$ cat config.mk
export PLATFORM = sky130hd
export DESIGN_NAME = dual_comparator_irq_ctrl
export DESIGN_NICKNAME = d
export VERILOG_FILES = /design/src/shared/cmp_irq_pkg.sv /design/src/rtl/dual_comparator_irq_ctrl.sv
export SDC_FILE = /design/constraint.sdc
export NUM_CORES = 1
export LEC_CHECK = 0
export BUFFER_PORTS_ARGS = -buffer_cell sky130_fd_sc_hd__buf_2
export CORE_ASPECT_RATIO = 0.75
export CORE_MARGIN = 2
export CORE_UTILIZATION = 51
export CTS_CLUSTER_DIAMETER = 30
export DETAILED_ROUTE_END_ITERATION = 10
export GPL_TIMING_DRIVEN = 1
export PLACE_DENSITY = 0.78
export SYNTH_ARGS = -nofsm -noshare
export SYNTH_HDL_FRONTEND = slang
export SYNTH_SLANG_ARGS = --single-unit
export TNS_END_PERCENT = 5
$ cat constraint.sdc
create_clock -name clk -period 1.77 [get_ports clk]
set_input_delay 0.354 -clock clk [delete_from_list [all_inputs] [get_ports clk]]
set_output_delay 0.354 -clock clk [all_outputs]
set_load 0.05 [all_outputs]
$ cat src/shared/cmp_irq_pkg.sv
// constants for the dual comparator control and interrupt block
// assumes an 8-bit special-function-register bus with byte addresses
package cmp_irq_pkg;

  // register addresses on the special-function-register bus
  localparam logic [7:0] ADDR_B_CTRL = 8'h88;
  localparam logic [7:0] ADDR_A_MODE = 8'h89;
  localparam logic [7:0] ADDR_A_CTRL = 8'h8a;
  localparam logic [7:0] ADDR_B_MODE = 8'h8b;

  // control register fields (same layout for both comparators)
  localparam int CTRL_ON_BIT = 7;
  localparam int CTRL_RESULT_BIT = 6;
  localparam int CTRL_RISE_BIT = 5;
  localparam int CTRL_FALL_BIT = 4;
  localparam int CTRL_HYP_LSB = 2;
  localparam int CTRL_HYN_LSB = 0;

  // mode select register fields
  localparam int MODE_RIE_BIT = 5;
  localparam int MODE_FIE_BIT = 4;
  localparam int MODE_SPD_LSB = 0;

  // reset values
  localparam logic [7:0] CTRL_RESET = 8'h00;
  localparam logic [7:0] MODE_RESET = 8'h02;

endpackage : cmp_irq_pkg

$ cat src/rtl/dual_comparator_irq_ctrl.sv
// register bank, edge flags and interrupt requests for two analog comparators
// assumes comparator outputs arrive asynchronously and the bus is synchronous to clk
`timescale 1ns/1ps

module dual_comparator_irq_ctrl
  import cmp_irq_pkg::*;
(
  input wire logic clk,
  input wire logic rst,
  input wire logic [7:0] sfr_addr,
  input wire logic sfr_wr,
  input wire logic sfr_rd,
  input wire logic [7:0] sfr_wdata,
  output logic [7:0] sfr_rdata,
  input wire logic cmp_raw_a,
  input wire logic cmp_raw_b,
  output logic cmp_a_on,
  output logic cmp_b_on,
  output logic [1:0] cmp_a_speed_sel,
  output logic [1:0] cmp_b_speed_sel,
  output logic [1:0] cmp_a_pos_hyst_sel,
  output logic [1:0] cmp_a_neg_hyst_sel,
  output logic [1:0] cmp_b_pos_hyst_sel,
  output logic [1:0] cmp_b_neg_hyst_sel,
  output logic cmp_a_pin,
  output logic cmp_b_pin,
  output logic cmp_a_irq,
  output logic cmp_b_irq
);

  // index 0 is comparator a, index 1 is comparator b
  logic on [2];
  logic rise_flag [2];
  logic fall_flag [2];
  logic rise_en [2];
  logic fall_en [2];
  logic [1:0] speed [2];
  logic [1:0] hyp [2];
  logic [1:0] hyn [2];
  logic sync1 [2];
  logic sync2 [2];
  logic prev [2];
  logic result [2];
  logic raw [2];
  logic wr_ctrl [2];
  logic wr_mode [2];
  logic rise_ev [2];
  logic fall_ev [2];

  // hardware set wins over a software clear in the same cycle
  function automatic logic next_flag(input logic cur, input logic wr, input logic wval, input logic set);
    next_flag = set | (wr ? wval : cur);
  endfunction : next_flag

  // readback image of one control register
  function automatic logic [7:0] ctrl_image(input logic en, input logic res, input logic rf, input logic ff,
                                            input logic [1:0] p, input logic [1:0] n);
    ctrl_image = 8'h00;
    ctrl_image[CTRL_ON_BIT] = en;
    ctrl_image[CTRL_RESULT_BIT] = res;
    ctrl_image[CTRL_RISE_BIT] = rf;
    ctrl_image[CTRL_FALL_BIT] = ff;
    ctrl_image[CTRL_HYP_LSB +: 2] = p;
    ctrl_image[CTRL_HYN_LSB +: 2] = n;
  endfunction : ctrl_image

  // readback image of one mode register, unused bits read zero
  function automatic logic [7:0] mode_image(input logic re, input logic fe, input logic [1:0] s);
    mode_image = 8'h00;
    mode_image[MODE_RIE_BIT] = re;
    mode_image[MODE_FIE_BIT] = fe;
    mode_image[MODE_SPD_LSB +: 2] = s;
  endfunction : mode_image

  // address decode and edge events
  always_comb begin
    raw[0] = cmp_raw_a;
    raw[1] = cmp_raw_b;
    wr_ctrl[0] = sfr_wr && (sfr_addr == ADDR_A_CTRL);
    wr_ctrl[1] = sfr_wr && (sfr_addr == ADDR_B_CTRL);
    wr_mode[0] = sfr_wr && (sfr_addr == ADDR_A_MODE);
    wr_mode[1] = sfr_wr && (sfr_addr == ADDR_B_MODE);
    for (int i = 0; i < 2; i++) begin
      // edges only count while powered; disabled means suspended
      rise_ev[i] = on[i] && sync2[i] && !prev[i];
      fall_ev[i] = on[i] && !sync2[i] && prev[i];
    end
  end

  // two-stage synchroniser plus history stage for edge detection
  always_ff @(posedge clk) begin
    for (int i = 0; i < 2; i++) begin
      if (rst) begin
        sync1[i] <= 1'b0;
        sync2[i] <= 1'b0;
        prev[i] <= 1'b0;
      end else begin
        sync1[i] <= raw[i];
        sync2[i] <= sync1[i];
        prev[i] <= sync2[i];
      end
    end
  end

  // routed output is registered low from the cycle after the comparator is switched off
  always_ff @(posedge clk) begin
    for (int i = 0; i < 2; i++) begin
      if (rst) begin
        result[i] <= 1'b0;
      end else begin
        result[i] <= on[i] & sync2[i];
      end
    end
  end

  // control registers; the result bit is read-only
  always_ff @(posedge clk) begin
    for (int i = 0; i < 2; i++) begin
      if (rst) begin
        on[i] <= CTRL_RESET[CTRL_ON_BIT];
        hyp[i] <= CTRL_RESET[CTRL_HYP_LSB +: 2];
        hyn[i] <= CTRL_RESET[CTRL_HYN_LSB +: 2];
      end else if (wr_ctrl[i]) begin
        on[i] <= sfr_wdata[CTRL_ON_BIT];
        hyp[i] <= sfr_wdata[CTRL_HYP_LSB +: 2];
        hyn[i] <= sfr_wdata[CTRL_HYN_LSB +: 2];
      end
    end
  end

  // sticky edge flags, cleared only by a software write of zero
  always_ff @(posedge clk) begin
    for (int i = 0; i < 2; i++) begin
      if (rst) begin
        rise_flag[i] <= CTRL_RESET[CTRL_RISE_BIT];
        fall_flag[i] <= CTRL_RESET[CTRL_FALL_BIT];
      end else begin
        rise_flag[i] <= next_flag(rise_flag[i], wr_ctrl[i], sfr_wdata[CTRL_RISE_BIT], rise_ev[i]);
        fall_flag[i] <= next_flag(fall_flag[i], wr_ctrl[i], sfr_wdata[CTRL_FALL_BIT], fall_ev[i]);
      end
    end
  end

  // mode registers: interrupt enables and response-time field
  always_ff @(posedge clk) begin
    for (int i = 0; i < 2; i++) begin
      if (rst) begin
        rise_en[i] <= MODE_RESET[MODE_RIE_BIT];
        fall_en[i] <= MODE_RESET[MODE_FIE_BIT];
        speed[i] <= MODE_RESET[MODE_SPD_LSB +: 2];
      end else if (wr_mode[i]) begin
        rise_en[i] <= sfr_wdata[MODE_RIE_BIT];
        fall_en[i] <= sfr_wdata[MODE_FIE_BIT];
        speed[i] <= sfr_wdata[MODE_SPD_LSB +: 2];
      end
    end
  end

  // registered read data, unmapped addresses read zero
  always_ff @(posedge clk) begin
    if (rst) begin
      sfr_rdata <= 8'h00;
    end else if (sfr_rd) begin
      unique case (sfr_addr)
        ADDR_A_CTRL: sfr_rdata <= ctrl_image(on[0], result[0], rise_flag[0], fall_flag[0], hyp[0], hyn[0]);
        ADDR_B_CTRL: sfr_rdata <= ctrl_image(on[1], result[1], rise_flag[1], fall_flag[1], hyp[1], hyn[1]);
        ADDR_A_MODE: sfr_rdata <= mode_image(rise_en[0], fall_en[0], speed[0]);
        ADDR_B_MODE: sfr_rdata <= mode_image(rise_en[1], fall_en[1], speed[1]);
        default: sfr_rdata <= 8'h00;
      endcase
    end
  end

  // analog-side controls; b has the same set as a, no reset-source output exists
  assign cmp_a_on = on[0];
  assign cmp_b_on = on[1];
  assign cmp_a_speed_sel = speed[0];
  assign cmp_b_speed_sel = speed[1];
  assign cmp_a_pos_hyst_sel = hyp[0];
  assign cmp_a_neg_hyst_sel = hyn[0];
  assign cmp_b_pos_hyst_sel = hyp[1];
  assign cmp_b_neg_hyst_sel = hyn[1];
  assign cmp_a_pin = result[0];
  assign cmp_b_pin = result[1];

  // request levels; stale flags from power-up are software's to clear first
  assign cmp_a_irq = on[0] && ((rise_flag[0] && rise_en[0]) || (fall_flag[0] && fall_en[0]));
  assign cmp_b_irq = on[1] && ((rise_flag[1] && rise_en[1]) || (fall_flag[1] && fall_en[1]));
endmodule : dual_comparator_irq_ctrl

; ---- Word-level counts from Yosys, hierarchy flattened
; Memories as Yosys holds them, arrays and structs flattened.
; Cells that the tools add are included.
; Widths: inputs -> output; s select.
[op_classes]
n_bitwise = 30
eq_ne = 4
n_mux = 44
n_reduce_logical = 24
[op_table]
columns = op, count
row1 = $mux 1, 37
row2 = $eq 8x8->1 const B, 4
row3 = $pmux 8 s4, 1
row4 = $or 1x1->1, 28
row5 = $logic_and 1x1->1, 18
row6 = $mux 2, 6
row7 = $logic_not 1->1, 4
row8 = $and 1x1->1, 2
row9 = $logic_or 1x1->1, 2
[word_totals]
mem_bits_rw = 30
register_bits = 8
memories = 12
out_inout_bits = 26
wordCells = 115
inputBits = 22
[memory_table]
columns = name, words, width, read_ports, rd_clocked_by_memory_dff, write_ports, line
row1 = hyn, 2, 2, 2, 0, 2, dual_comparator_irq_ctrl.sv:39  ; logic [1:0] hyn [2];
row2 = hyp, 2, 2, 2, 0, 2, dual_comparator_irq_ctrl.sv:38  ; logic [1:0] hyp [2];
row3 = speed, 2, 2, 2, 0, 2, dual_comparator_irq_ctrl.sv:37  ; logic [1:0] speed [2];
row4 = fall_en, 2, 1, 2, 0, 2, dual_comparator_irq_ctrl.sv:36  ; logic fall_en [2];
row5 = fall_flag, 2, 1, 2, 0, 2, dual_comparator_irq_ctrl.sv:34  ; logic fall_flag [2];
row6 = on, 2, 1, 2, 0, 2, dual_comparator_irq_ctrl.sv:32  ; logic on [2];
row7 = +6 memories, --, --, --, --, --, --

; ---- Depth between registers and ports, before layout
; Gate-level depths: netlist (run 1).
[depth]
word_depth = 6
mapped_depth = 4
depth_no_buf = 3

; ---- Worst setup path after synthesis (run 1)
; No wires, ideal clock.
[synth_timing]
path_type = register to output
startpoint = memory on[1]
endpoint = output cmp_b_irq
path_slack_ps = -22
t_arrival_ps = 1438
stages_incl_launch_ff = 2
required_ps = 1416
n_path_buf = 0
path_cell_list = edfxtp_1 nor2b_1
[synth_lines]
columns = element, line
row1 = from (decl), dual_comparator_irq_ctrl.sv:32
row2 = to (decl), dual_comparator_irq_ctrl.sv:28  ; output logic cmp_b_irq

==> summary.md, run 1 <==
| Metric | Value |
|---|---|
| Post-CTS Setup Inserts | 0 |
| Worst Path Arrival | 1.58 ns |
| # clock sinks | 38 |
| Final slew viol count | 0 |
| Clock power share | 36.1% |
| CP Capture Type | flop |
| Critical path class | input port to flop |
| Hold-fix buffers at CTS | 0 |
| Num ports | 48 |
| First-pass GRT wire length | 5.91 mm |
| Final Net Count | 210 |
| Wire per inst | 16.1 µm |
| Grt ovf | 0 |
| Mapped Cells | 129 |
| Min Clock Period, post-route | 1.54 ns |
| Reg-to-reg endpoint | sfr_rdata[0] |
| Vias per cell | 5.52 |
| Gate power share | 11.9% |
| Ratio of final minimum period to clock period | 87.1% |
| Final worst clock skew | 0.00570 ns |
| Final ANT Viol Nets | 0 |
| Drt total wl | 3.69 mm |
| Total GRT Usage | 21.3% |
| Worst Setup SP | sfr_addr[2] |
| Syn Area/Cell | 13.1 µm² |
| 1st-iter DRT viols | 51 |
| Commonest non-fill, non-tap cell in the layout | buf_2 |
| Height of the die | 53.9 µm |
| Setup-failing EPs final | 0 |
| Clk slew on worst S/H paths | 0.07 ns |
| Rel. slew slack | 74.6% |
| Final core utilization | 66.6% |
| Gpl congestion | 0.918 |
| Largest cells by area after synthesis | edfxtp_1, dfxtp_1, and2_1, mux4_2, nor2b_1 |
| Syn Std Cell Area | 1690 µm² |
| DP Wirelength | 2.88 mm |
| CP max FO | 5 |
| H-tree depth | 2 |
| Vias in the first global route | 1,212 |
| Maximum vdd drop | 740 µV |
| Post-synth top area share | 32.0% |
| Synth warn | 0 |
| Die width | 70.5 µm |
| Share of cells above drive strength 1 | 43.4% |
| FMAX | 649 MHz |
| Run status | finished, final reports clean |
| Sequential area share after synthesis | 55.6% |
| CP required | 1.81 ns |
| Worst-skew pair later-pin latency | 0.28 ns |
| Reg-to-reg critical path startpoint | speed[0][0] |
| First-pass detailed-route iteration total | 4 |
| Hold Path Class | input port to flop |
| Seq pwr share | 52.0% |
| ANT cells | 0 |
| Unique masters post-synth | 31 |
| Most frequent cells in the layout | buf_2, dfxtp_1, edfxtp_1 |
| Critical path startpoint category | input port |
| Post-CTS sizing | 0 |
| RSZ-0062 raised after global routing | no |
| CTS Buf Count | 5 |
| Initial antenna violation count | 0 |
| Drt drc | 0 |
| Register-to-register setup slack | 0.57 ns |
| Dpl cell area | 2040 µm² |
| Via count | 1,265 |
| Reg2reg path depth | 2 |
| Die area | 3800 µm² |
| Hold Vio Cnt, Final | 0 |
| Worst hold slack | 0.285 ns |
| Initial Utilization | 52.5% |
| Largest net degree at the start of global routing | 14 |
| Max clock buf depth | 2 |
| Switching Fraction | 23.7% |
| Hold Crit Endpoint | sync1[0] |
| Setup TNS after final layout | 0 ns |
| Syn-to-layout area delta | 26.8% |
| Synth area leader | edfxtp_1 |
| Switching power | 0.440 mW |
| Number of I/O port buffers | 46 |
| Worst slew pin tran | 0.381 ns |
| Worst hold path depth | 2 |
| CTS tree | yes |
| Root Driver | clkbuf_8 |
| Internal power | 1.42 mW |
| Synthesized flop and latch total | 38 |
| Power Density | 867 nW/µm² |
| Maximum capacitance violations | 0 |
| Hold_sp | cmp_raw_a |
| Final instance area | 2150 µm² |
| Leakage | 0.926 nW |
| Site Rows | 18 |
| Syn nets | 151 |
| Core ar. | 3220 µm² |
==> critical path, cell delays in order <==
cell and delay [ns]:
buf_2 0.11, or4b_4 0.59, nor4b_2 0.29, buf_4 0.18, nand2b_1 0.05
==> how the worst max path moves through the flow <==
stage / to / slack [ns]
2_1_floorplan: cmp_a_irq / -0.02
3_5_place_dp: speed[0][1] / -0.08
4_1_cts: speed[0][1] / 0.21
5_1_grt: speed[0][1] / 0.14
6_report: speed[0][1] / 0.23
3_3_place_gp: speed[0][1] / -0.05
==> sequential cells by signal, indices dropped and copies added, names as in the netlist <==
register	flops
rise_en	2
hyp	4
hyn	4
on	2
sync1	2
prev	2
sfr_rdata	8
rise_flag	2
fall_flag	2
fall_en	2
sync2	2
speed	4
result	2
==> layer usage <==
layer | global-route usage, % | wire (µm) | up-vias
li1 | - | - | 604
met1 | 26.1 | 1560 | 611
met2 | 35.7 | 1830 | 45
met3 | 7.87 | 280 | 5
met4 | 6.73 | 21 | 0
met5 | 0 | 0 | -
==> final cells by class <==
cell class / instances / area [µm²]
Tap cell: 40 / 50.0
Fill cell: 250 / 1070
Inverter: 3 / 11.3
Sequential cell: 38 / 941
Timing Repair Buffer: 57 / 313
Multi-Input combinational cell: 83 / 721
Clock buffer: 8 / 110
==> through the flow <==
stage | instances | power, mW | setup WS (ns)
global placement | 221 | 1.20 | -0.0465
detailed placement | 221 | 1.21 | -0.0841
floorplan | 129 | 1.13 | -0.0206
CTS | 229 | 1.87 | 0.210
global route | 229 | 1.92 | 0.136
finish | 229 | 1.86 | 0.228
==> power groups by stage <==
stage / Combinational, mW / Clock [mW] / Sequential, mW
2_1_floorplan: 0.0812 / 0 / 1.05
3_3_place_gp: 0.217 / 0 / 0.984
3_5_place_dp: 0.221 / 0 / 0.986
4_1_cts: 0.222 / 0.680 / 0.967
5_1_grt: 0.235 / 0.718 / 0.970
6_report: 0.221 / 0.671 / 0.967
==> kinds of logic after synthesis <==
logic type,after synthesis,synth area share (%)
AND/OR/NAND/NOR,57,26.3
multiplexers,8,7.99
buffers and inverters,8,1.92
AO/OA/AOI/OAI,18,8.21
flip-flops,38,55.6
==> cell usage after synthesis <==
| library cell | n |
|---|---|
| dfxtp_1 | 20 |
| edfxtp_1 | 18 |
| and2_1 | 16 |
| nor2b_1 | 11 |
| nand2b_1 | 7 |
| nor3b_1 | 5 |
| a21o_1 | 4 |
| a21oi_1 | 4 |
| a221o_1 | 4 |
| mux2_2 | 4 |
| mux4_2 | 4 |
| nand4_1 | 4 |
| clkbuf_1 | 3 |
| inv_1 | 3 |
| a22oi_1 | 2 |
| and3b_1 | 2 |
| buf_2 | 2 |
| nor4b_2 | 2 |
| nor4bb_1 | 2 |
| a31o_2 | 1 |
| a31oi_1 | 1 |
| a41o_1 | 1 |
| a41oi_1 | 1 |
| and3_1 | 1 |
| nand3b_1 | 1 |
| nor2_1 | 1 |
| nor3b_2 | 1 |
| nor4_2 | 1 |
| nor4_4 | 1 |
| nor4b_4 | 1 |
| or4b_4 | 1 |
No activity file was read; power rests on OpenSTA's default activity.
==> run 2: changes to the inputs <==
--- a/config.mk
+++ b/config.mk
@@ -6,13 +6,15 @@
 export NUM_CORES = 1
 export LEC_CHECK = 0
 export BUFFER_PORTS_ARGS = -buffer_cell sky130_fd_sc_hd__buf_2
+export CELL_PAD_IN_SITES_DETAIL_PLACEMENT = 0
+export CELL_PAD_IN_SITES_GLOBAL_PLACEMENT = 1
 export CORE_ASPECT_RATIO = 0.75
 export CORE_MARGIN = 2
-export CORE_UTILIZATION = 51
+export CORE_UTILIZATION = 40
 export CTS_CLUSTER_DIAMETER = 30
 export DETAILED_ROUTE_END_ITERATION = 10
 export GPL_TIMING_DRIVEN = 1
-export PLACE_DENSITY = 0.78
+export PLACE_DENSITY_LB_ADDON = 0.1
 export SYNTH_ARGS = -nofsm -noshare
 export SYNTH_HDL_FRONTEND = slang
 export SYNTH_SLANG_ARGS = --single-unit
==> run 2 against run 1 <==
Setup slack improved by 0.017 ns. Register-to-register slack got worse by 0.04 ns. Sequential power about the same. Combinational power about the same. Via count decreased by 1.5%. Sequential share of layout area decreased by 0.076 points. Flip-flop and latch count unchanged. Power decreased by 3.5%. First-iteration DRC count decreased by 31%. Clock skew increased by 0.0018 ns. Routed wire length increased by 2.8%.
==> summary.md, run 2 (synthesis gave the netlist of run 1 again) <==
| Metric | Value |
|---|---|
| Grt ovf | 0 (unchanged) |
| Worst slew pin tran | 0.357 ns (-0.0242 ns) |
| Hold Crit Endpoint | sync1[0] |
| Hold Path Class | input port to flop |
| Worst hold slack | 0.274 ns (-0.0109 ns) |
| Final slew viol count | 0 (unchanged) |
| First-pass GRT wire length | 5.95 mm (+0.81%) |
| FMAX | 656 MHz (+1.1%) |
| 1st-iter DRT viols | 35 (-31%) |
| Num ports | 48 (unchanged) |
| Maximum vdd drop | 520 µV (-30%) |
| Vias per cell | 5.11 (-7.6%) |
| H-tree depth | 2 (unchanged) |
| Leakage | 0.915 nW (-1.1%) |
| Root Driver | clkbuf_8 |
| Final worst clock skew | 0.00751 ns (+0.00181 ns) |
| # placed instances | 236 (+6.8%) |
| Wire per inst | 15.6 µm (-3.5%) |
| Register-to-register setup slack | 0.53 ns (-0.04 ns) |
| Run status | finished, final reports clean |
| Cell Count, Final, Fillers Out | 244 (+6.6%) |
| Initial antenna violation count | 0 (unchanged) |
| Worst-skew pair later-pin latency | 0.29 ns (about the same) |
| Clk slew on worst S/H paths | 0.07 ns (about the same) |
| Most frequent cells in the layout | buf_2, dfxtp_1, edfxtp_1 |
| Height of the die | 60.3 µm (+12%) |
| Commonest non-fill, non-tap cell in the layout | buf_2 |
| M1 GR Usage | 23.4% (-2.7 points) |
| Drt drc | 0 (unchanged) |
| Min Clock Period, post-route | 1.53 ns (-0.0167 ns) |
| Share of cells above drive strength 1 | 43.4% (unchanged) |
| Reg-to-reg critical path startpoint | on[0] |
| Ratio of final minimum period to clock period | 86.2% (-0.94 points) |
| Post-CTS sizing | 0 (unchanged) |
| Site Rows | 20 (+2) |
| Total GRT Usage | 17.6% (-3.7 points) |
| # clock sinks | 38 (unchanged) |
| RSZ-0062 raised after global routing | no |
| Met3 usage | 4.53% (-3.3 points) |
| Most used routing layer | met2 |
| Hold-fix buffers at CTS | 0 (unchanged) |
| Largest net degree at the start of global routing | 14 (unchanged) |
| Initial Utilization | 41.7% (-11 points) |
| Post-CTS Setup Inserts | 0 (unchanged) |
| Maximum capacitance violations | 0 (unchanged) |
| CP max FO | 5 (unchanged) |
| CP Capture Type | output port |
| Tot Pwr | 1.79 mW (-3.5%) |
| Top reg by flops | sfr_rdata |
| ANT cells | 0 (unchanged) |
| Core ar. | 4050 µm² (+26%) |
| Gpl congestion | 0.723 (-21%) |
| Syn-to-layout area delta | 27.1% |
| Die area | 4770 µm² (+26%) |
| Power Density | 835 nW/µm² (-3.7%) |
| Final ANT Viol Nets | 0 (unchanged) |
| Worst Path Arrival | 1.17 ns (-0.41 ns) |
| Number of flip-flops in the largest register | 8 (unchanged) |
| Via count | 1,246 (-1.5%) |
| Final Net Count | 210 (unchanged) |
| Max clock buf depth | 2 (unchanged) |
| Drt total wl | 3.80 mm (+2.8%) |
| First-pass detailed-route iteration total | 4 (unchanged) |
| Met2 GRT Util | 27.2% (-8.5 points) |
| CTS Buf Count | 5 (unchanged) |
| Hold Vio Cnt, Final | 0 (unchanged) |
| Vias in the first global route | 1,177 (-2.9%) |
| Worst hold path depth | 2 (unchanged) |
| Final instance area | 2150 µm² (+0.17%) |
| Critical path startpoint category | flop |
| Hold_sp | cmp_raw_a |
| Number of I/O port buffers | 46 (unchanged) |
| Critical path class | flop to output port |
| DP Wirelength | 2.93 mm (+1.7%) |
| Rel. slew slack | 76.2% (+1.6 points) |
| Reg-to-reg endpoint | rise_flag[0] |
| CP required | 1.42 ns (-0.39 ns) |
| Dpl cell area | 2050 µm² (+0.92%) |
| Die width | 79.1 µm (+12%) |
| Final core utilization | 53.0% (-14 points) |
| Reg2reg path depth | 3 (+1) |
| Setup-failing EPs final | 0 (unchanged) |
| CTS tree | yes |
## run 2: changes by cell type in the layout (fill, tap and decap cells not counted), sizes merged
cell      delta
clkbuf       -2
clkinvlp     +1
clkinv       +1
## run 2: cell type report
| class | instances | area [µm²] |
|---|---|---|
| fillers | 374 | 1900 |
| multi-input cells | 83 | 721 |
| clock buffers | 6 | 82.6 |
| flip-flops and latches | 38 | 941 |
| repair buffers | 57 | 313 |
| inverters | 3 | 11.3 |
| clock inverters | 2 | 12.5 |
| well taps | 55 | 68.8 |
## run 2: routing by layer
metal,up-vias,wire length [µm]
met3,7,202
met1,603,1810
met4,0,65
met2,37,1720
li1,599,-
met5,-,0
## run 2: report_power, final
part	internal [mW]	switching (mW)
registers	0.949	0.0174
clock network	0.313	0.292
logic	0.0776	0.146
## run 2: per-stage QoR
step,setup slack (ns),TNS [ns]
after CTS,0.211,0
after global placement,-0.0473,-0.192
after detailed placement,-0.0414,-0.193
after global routing,0.170,0
final,0.245,0
after floorplan,-0.0206,-0.0206
## run 2: worst max path at each step
stage / start / end / slack [ns] / cells past startpoint
final: on[0] / cmp_a_irq / 0.24 / 2
after global routing: rise_en[1] / cmp_b_irq / 0.17 / 3
after CTS: on[1] / cmp_b_irq / 0.21 / 2
after detailed placement: sfr_addr[2] / rise_en[1] / -0.04 / 4
after global placement: sfr_addr[2] / speed[1][0] / -0.05 / 4
after floorplan: on[0] / cmp_a_irq / -0.02 / 1
## run 2: worst max-delay path: stages, from the launching register on
cell and delay [ns]:
edfxtp_1 0.46, nor2b_1 0.16, buf_2 0.26
==> run 3: changes to the inputs <==
--- a/config.mk
+++ b/config.mk
@@ -14,7 +14,7 @@
 export CTS_CLUSTER_DIAMETER = 30
 export DETAILED_ROUTE_END_ITERATION = 10
 export GPL_TIMING_DRIVEN = 1
-export PLACE_DENSITY_LB_ADDON = 0.1
+export PLACE_DENSITY = 0.8
 export SYNTH_ARGS = -nofsm -noshare
 export SYNTH_HDL_FRONTEND = slang
 export SYNTH_SLANG_ARGS = --single-unit
==> run 3 against run 2 <==
First-iteration DRC count grew 91%. Sequential power is essentially flat. Die area is the same. Via count grew 1.4%. Utilization shrank 0.28 points. Worst hold slack lost 0.0011 ns. Maximum frequency shrank 1.8%.
==> summary.md, run 3 (synthesis gave the netlist of run 1 again) <==
| Metric | Value |
|---|---|
| Run status | finished, final reports clean |
| Cell Count, Final, Fillers Out | 243 (-0.41%) |
| H-tree depth | 2 (unchanged) |
| Register-to-register setup slack | 0.55 ns (+0.02 ns) |
| Initial Utilization | 41.7% (unchanged) |
| RSZ-0062 raised after global routing | no |
| CP required | 1.42 ns (about the same) |
| Hold Vio Cnt, Final | 0 (unchanged) |
| Max clock buf depth | 2 (unchanged) |
| Internal power | 1.34 mW (about the same) |
| # placed instances | 235 (-0.42%) |
| Number of I/O port buffers | 46 (unchanged) |
| Area of the multi-input gates | 721 µm² (unchanged) |
| Final ANT Viol Nets | 0 (unchanged) |
| Root Driver | clkbuf_8 |
| Critical path startpoint category | flop |
| Min Clock Period, post-route | 1.55 ns (+0.0287 ns) |
| Die width | 79.1 µm (unchanged) |
| Critical path class | flop to output port |
| Rel. slew slack | 73.6% (-2.6 points) |
| Number of flip-flops in the largest register | 8 (unchanged) |
| Drt total wl | 3.83 mm (+0.87%) |
| Worst slew pin tran | 0.394 ns (+0.0377 ns) |
| Critical path depth in cells | 3 (+1) |
| Via count | 1,263 (+1.4%) |
| Final worst clock skew | 0.00441 ns (-0.00310 ns) |
| Switching power | 0.462 mW (+1.4%) |
| CP max FO | 2 (-3) |
| Height of the die | 60.3 µm (unchanged) |
| Largest net degree at the start of global routing | 14 (unchanged) |
| Core ar. | 4050 µm² (unchanged) |
| Post-CTS sizing | 0 (unchanged) |
| Maximum vdd drop | 406 µV (-22%) |
| Final Net Count | 209 (-0.48%) |
| Sequential cell area | 941 µm² (unchanged) |
| Reg-to-reg endpoint | sfr_rdata[0] |
| Worst-skew pair later-pin latency | 0.29 ns (about the same) |
| Worst path max stage delay | 0.38 ns (-0.08 ns) |
| Die area | 4770 µm² (unchanged) |
| CP Capture Type | output port |
| Num ports | 48 (unchanged) |
| Gpl congestion | 0.806 (+11%) |
| Commonest non-fill, non-tap cell in the layout | buf_2 |
| Ratio of final minimum period to clock period | 87.8% (+1.6 points) |
| # clock sinks | 38 (unchanged) |
| Power Density | 842 nW/µm² (+0.89%) |
| Top reg by flops | sfr_rdata |
| First-pass detailed-route iteration total | 4 (unchanged) |
| Seq pwr share | 53.7% (about the same) |
| Switching Fraction | 25.6% (+0.26 points) |
| Syn-to-layout area delta | 26.4% |
| Hold Path Class | input port to flop |
| Setup crit end | cmp_b_irq |
| Leakage | 0.911 nW (-0.41%) |
| ANT cells | 0 (unchanged) |
| Site Rows | 20 (unchanged) |
| Clock power share | 34.0% (+0.3 points) |
| CP top delay family | flip-flops |
| Maximum capacitance violations | 0 (unchanged) |
| Total GRT Usage | 17.7% (+0.11 points) |
| DP Wirelength | 2.96 mm (+1.3%) |
| CP cell instances | a22oi_1, nor2b_2, buf_2 |
| FILL cells | 376 (+0.53%) |
| CTS tree | yes |
| Grt ovf | 0 (unchanged) |
| Reg2reg path depth | 2 (-1) |
| Initial antenna violation count | 0 (unchanged) |
| Clk slew on worst S/H paths | 0.07 ns (about the same) |
| CTS Buf Count | 5 (unchanged) |
| Post-CTS Setup Inserts | 0 (unchanged) |
| Worst Setup SP | rise_en[1] |
| Slowest CP cell | edfxtp_1 |
| FMAX | 644 MHz (-1.8%) |
| Most frequent cells in the layout | buf_2, dfxtp_1, edfxtp_1 |
| Hold-fix buffers at CTS | 0 (unchanged) |
| Final core utilization | 52.7% (-0.28 points) |
| First-pass GRT wire length | 6.07 mm (+2.0%) |
| Share of cells above drive strength 1 | 42.6% (-0.83 points) |
| Wire per inst | 15.8 µm (+1.3%) |
| Vias in the first global route | 1,207 (+2.5%) |
| Reg-to-reg critical path startpoint | speed[1][0] |
| Drt drc | 0 (unchanged) |
| Setup-failing EPs final | 0 (unchanged) |
| Vias per cell | 5.20 (+1.8%) |
| Worst Path Arrival | 1.20 ns (+0.03 ns) |
| Gate power share | 12.3% (-0.2 points) |
| Final slew viol count | 0 (unchanged) |
| 1st-iter DRT viols | 67 (+91%) |
| Crit path buf inv count | 1 (unchanged) |
-- run 3: final cells by class --
class	count	area share [%]
Multi-Input combinational cell	83	33.7
Timing Repair Buffer	56	14.3
Inverter	3	0.527
Tap cell	55	3.22
Sequential cell	38	44.0
Clock inverter	1	0.234
Clock buffer	7	4.04
-- run 3: power by group through the flow --
stage	Sequential, mW	Combinational [mW]	Clock, mW
after floorplan	1.05	0.0812	0
after global placement	0.986	0.218	0
after detailed placement	0.987	0.221	0
after CTS	0.967	0.222	0.620
after global routing	0.971	0.233	0.667
final	0.967	0.221	0.613
-- run 3: per-stage QoR --
step	instance area (µm²)	worst slack, ns	total power, mW	TNS (ns)	hold slack (ns)
after detailed placement	2050	-0.0612	1.21	-0.336	0.424
after CTS	2140	0.211	1.81	0	0.271
after global placement	2050	-0.0495	1.20	-0.146	0.426
after global routing	2140	0.157	1.87	0	0.277
final	2140	0.216	1.80	0	0.273
after floorplan	1690	-0.0206	1.13	-0.0206	0.414
-- run 3: per-layer routing --
layer | global-route usage [%] | routed length [µm]
met2 | 26.0 | 1730
met4 | 8.37 | 62
met1 | 24.4 | 1840
met5 | 0 | 0
met3 | 4.98 | 203
-- run 3: worst min-delay path by stage --
| stage | cells after the start | endpoint | start | slack [ns] |
|---|---|---|---|---|
| finish | 2 | sync1[0] | cmp_raw_a | 0.27 |
| global route | 2 | sync1[0] | cmp_raw_a | 0.28 |
| CTS | 2 | sync1[1] | cmp_raw_b | 0.27 |
| detailed placement | 1 | sync2[1] | sync1[1] | 0.42 |
| global placement | 1 | sync2[1] | sync1[1] | 0.43 |
| floorplan | 1 | sync2[0] | sync1[0] | 0.41 |
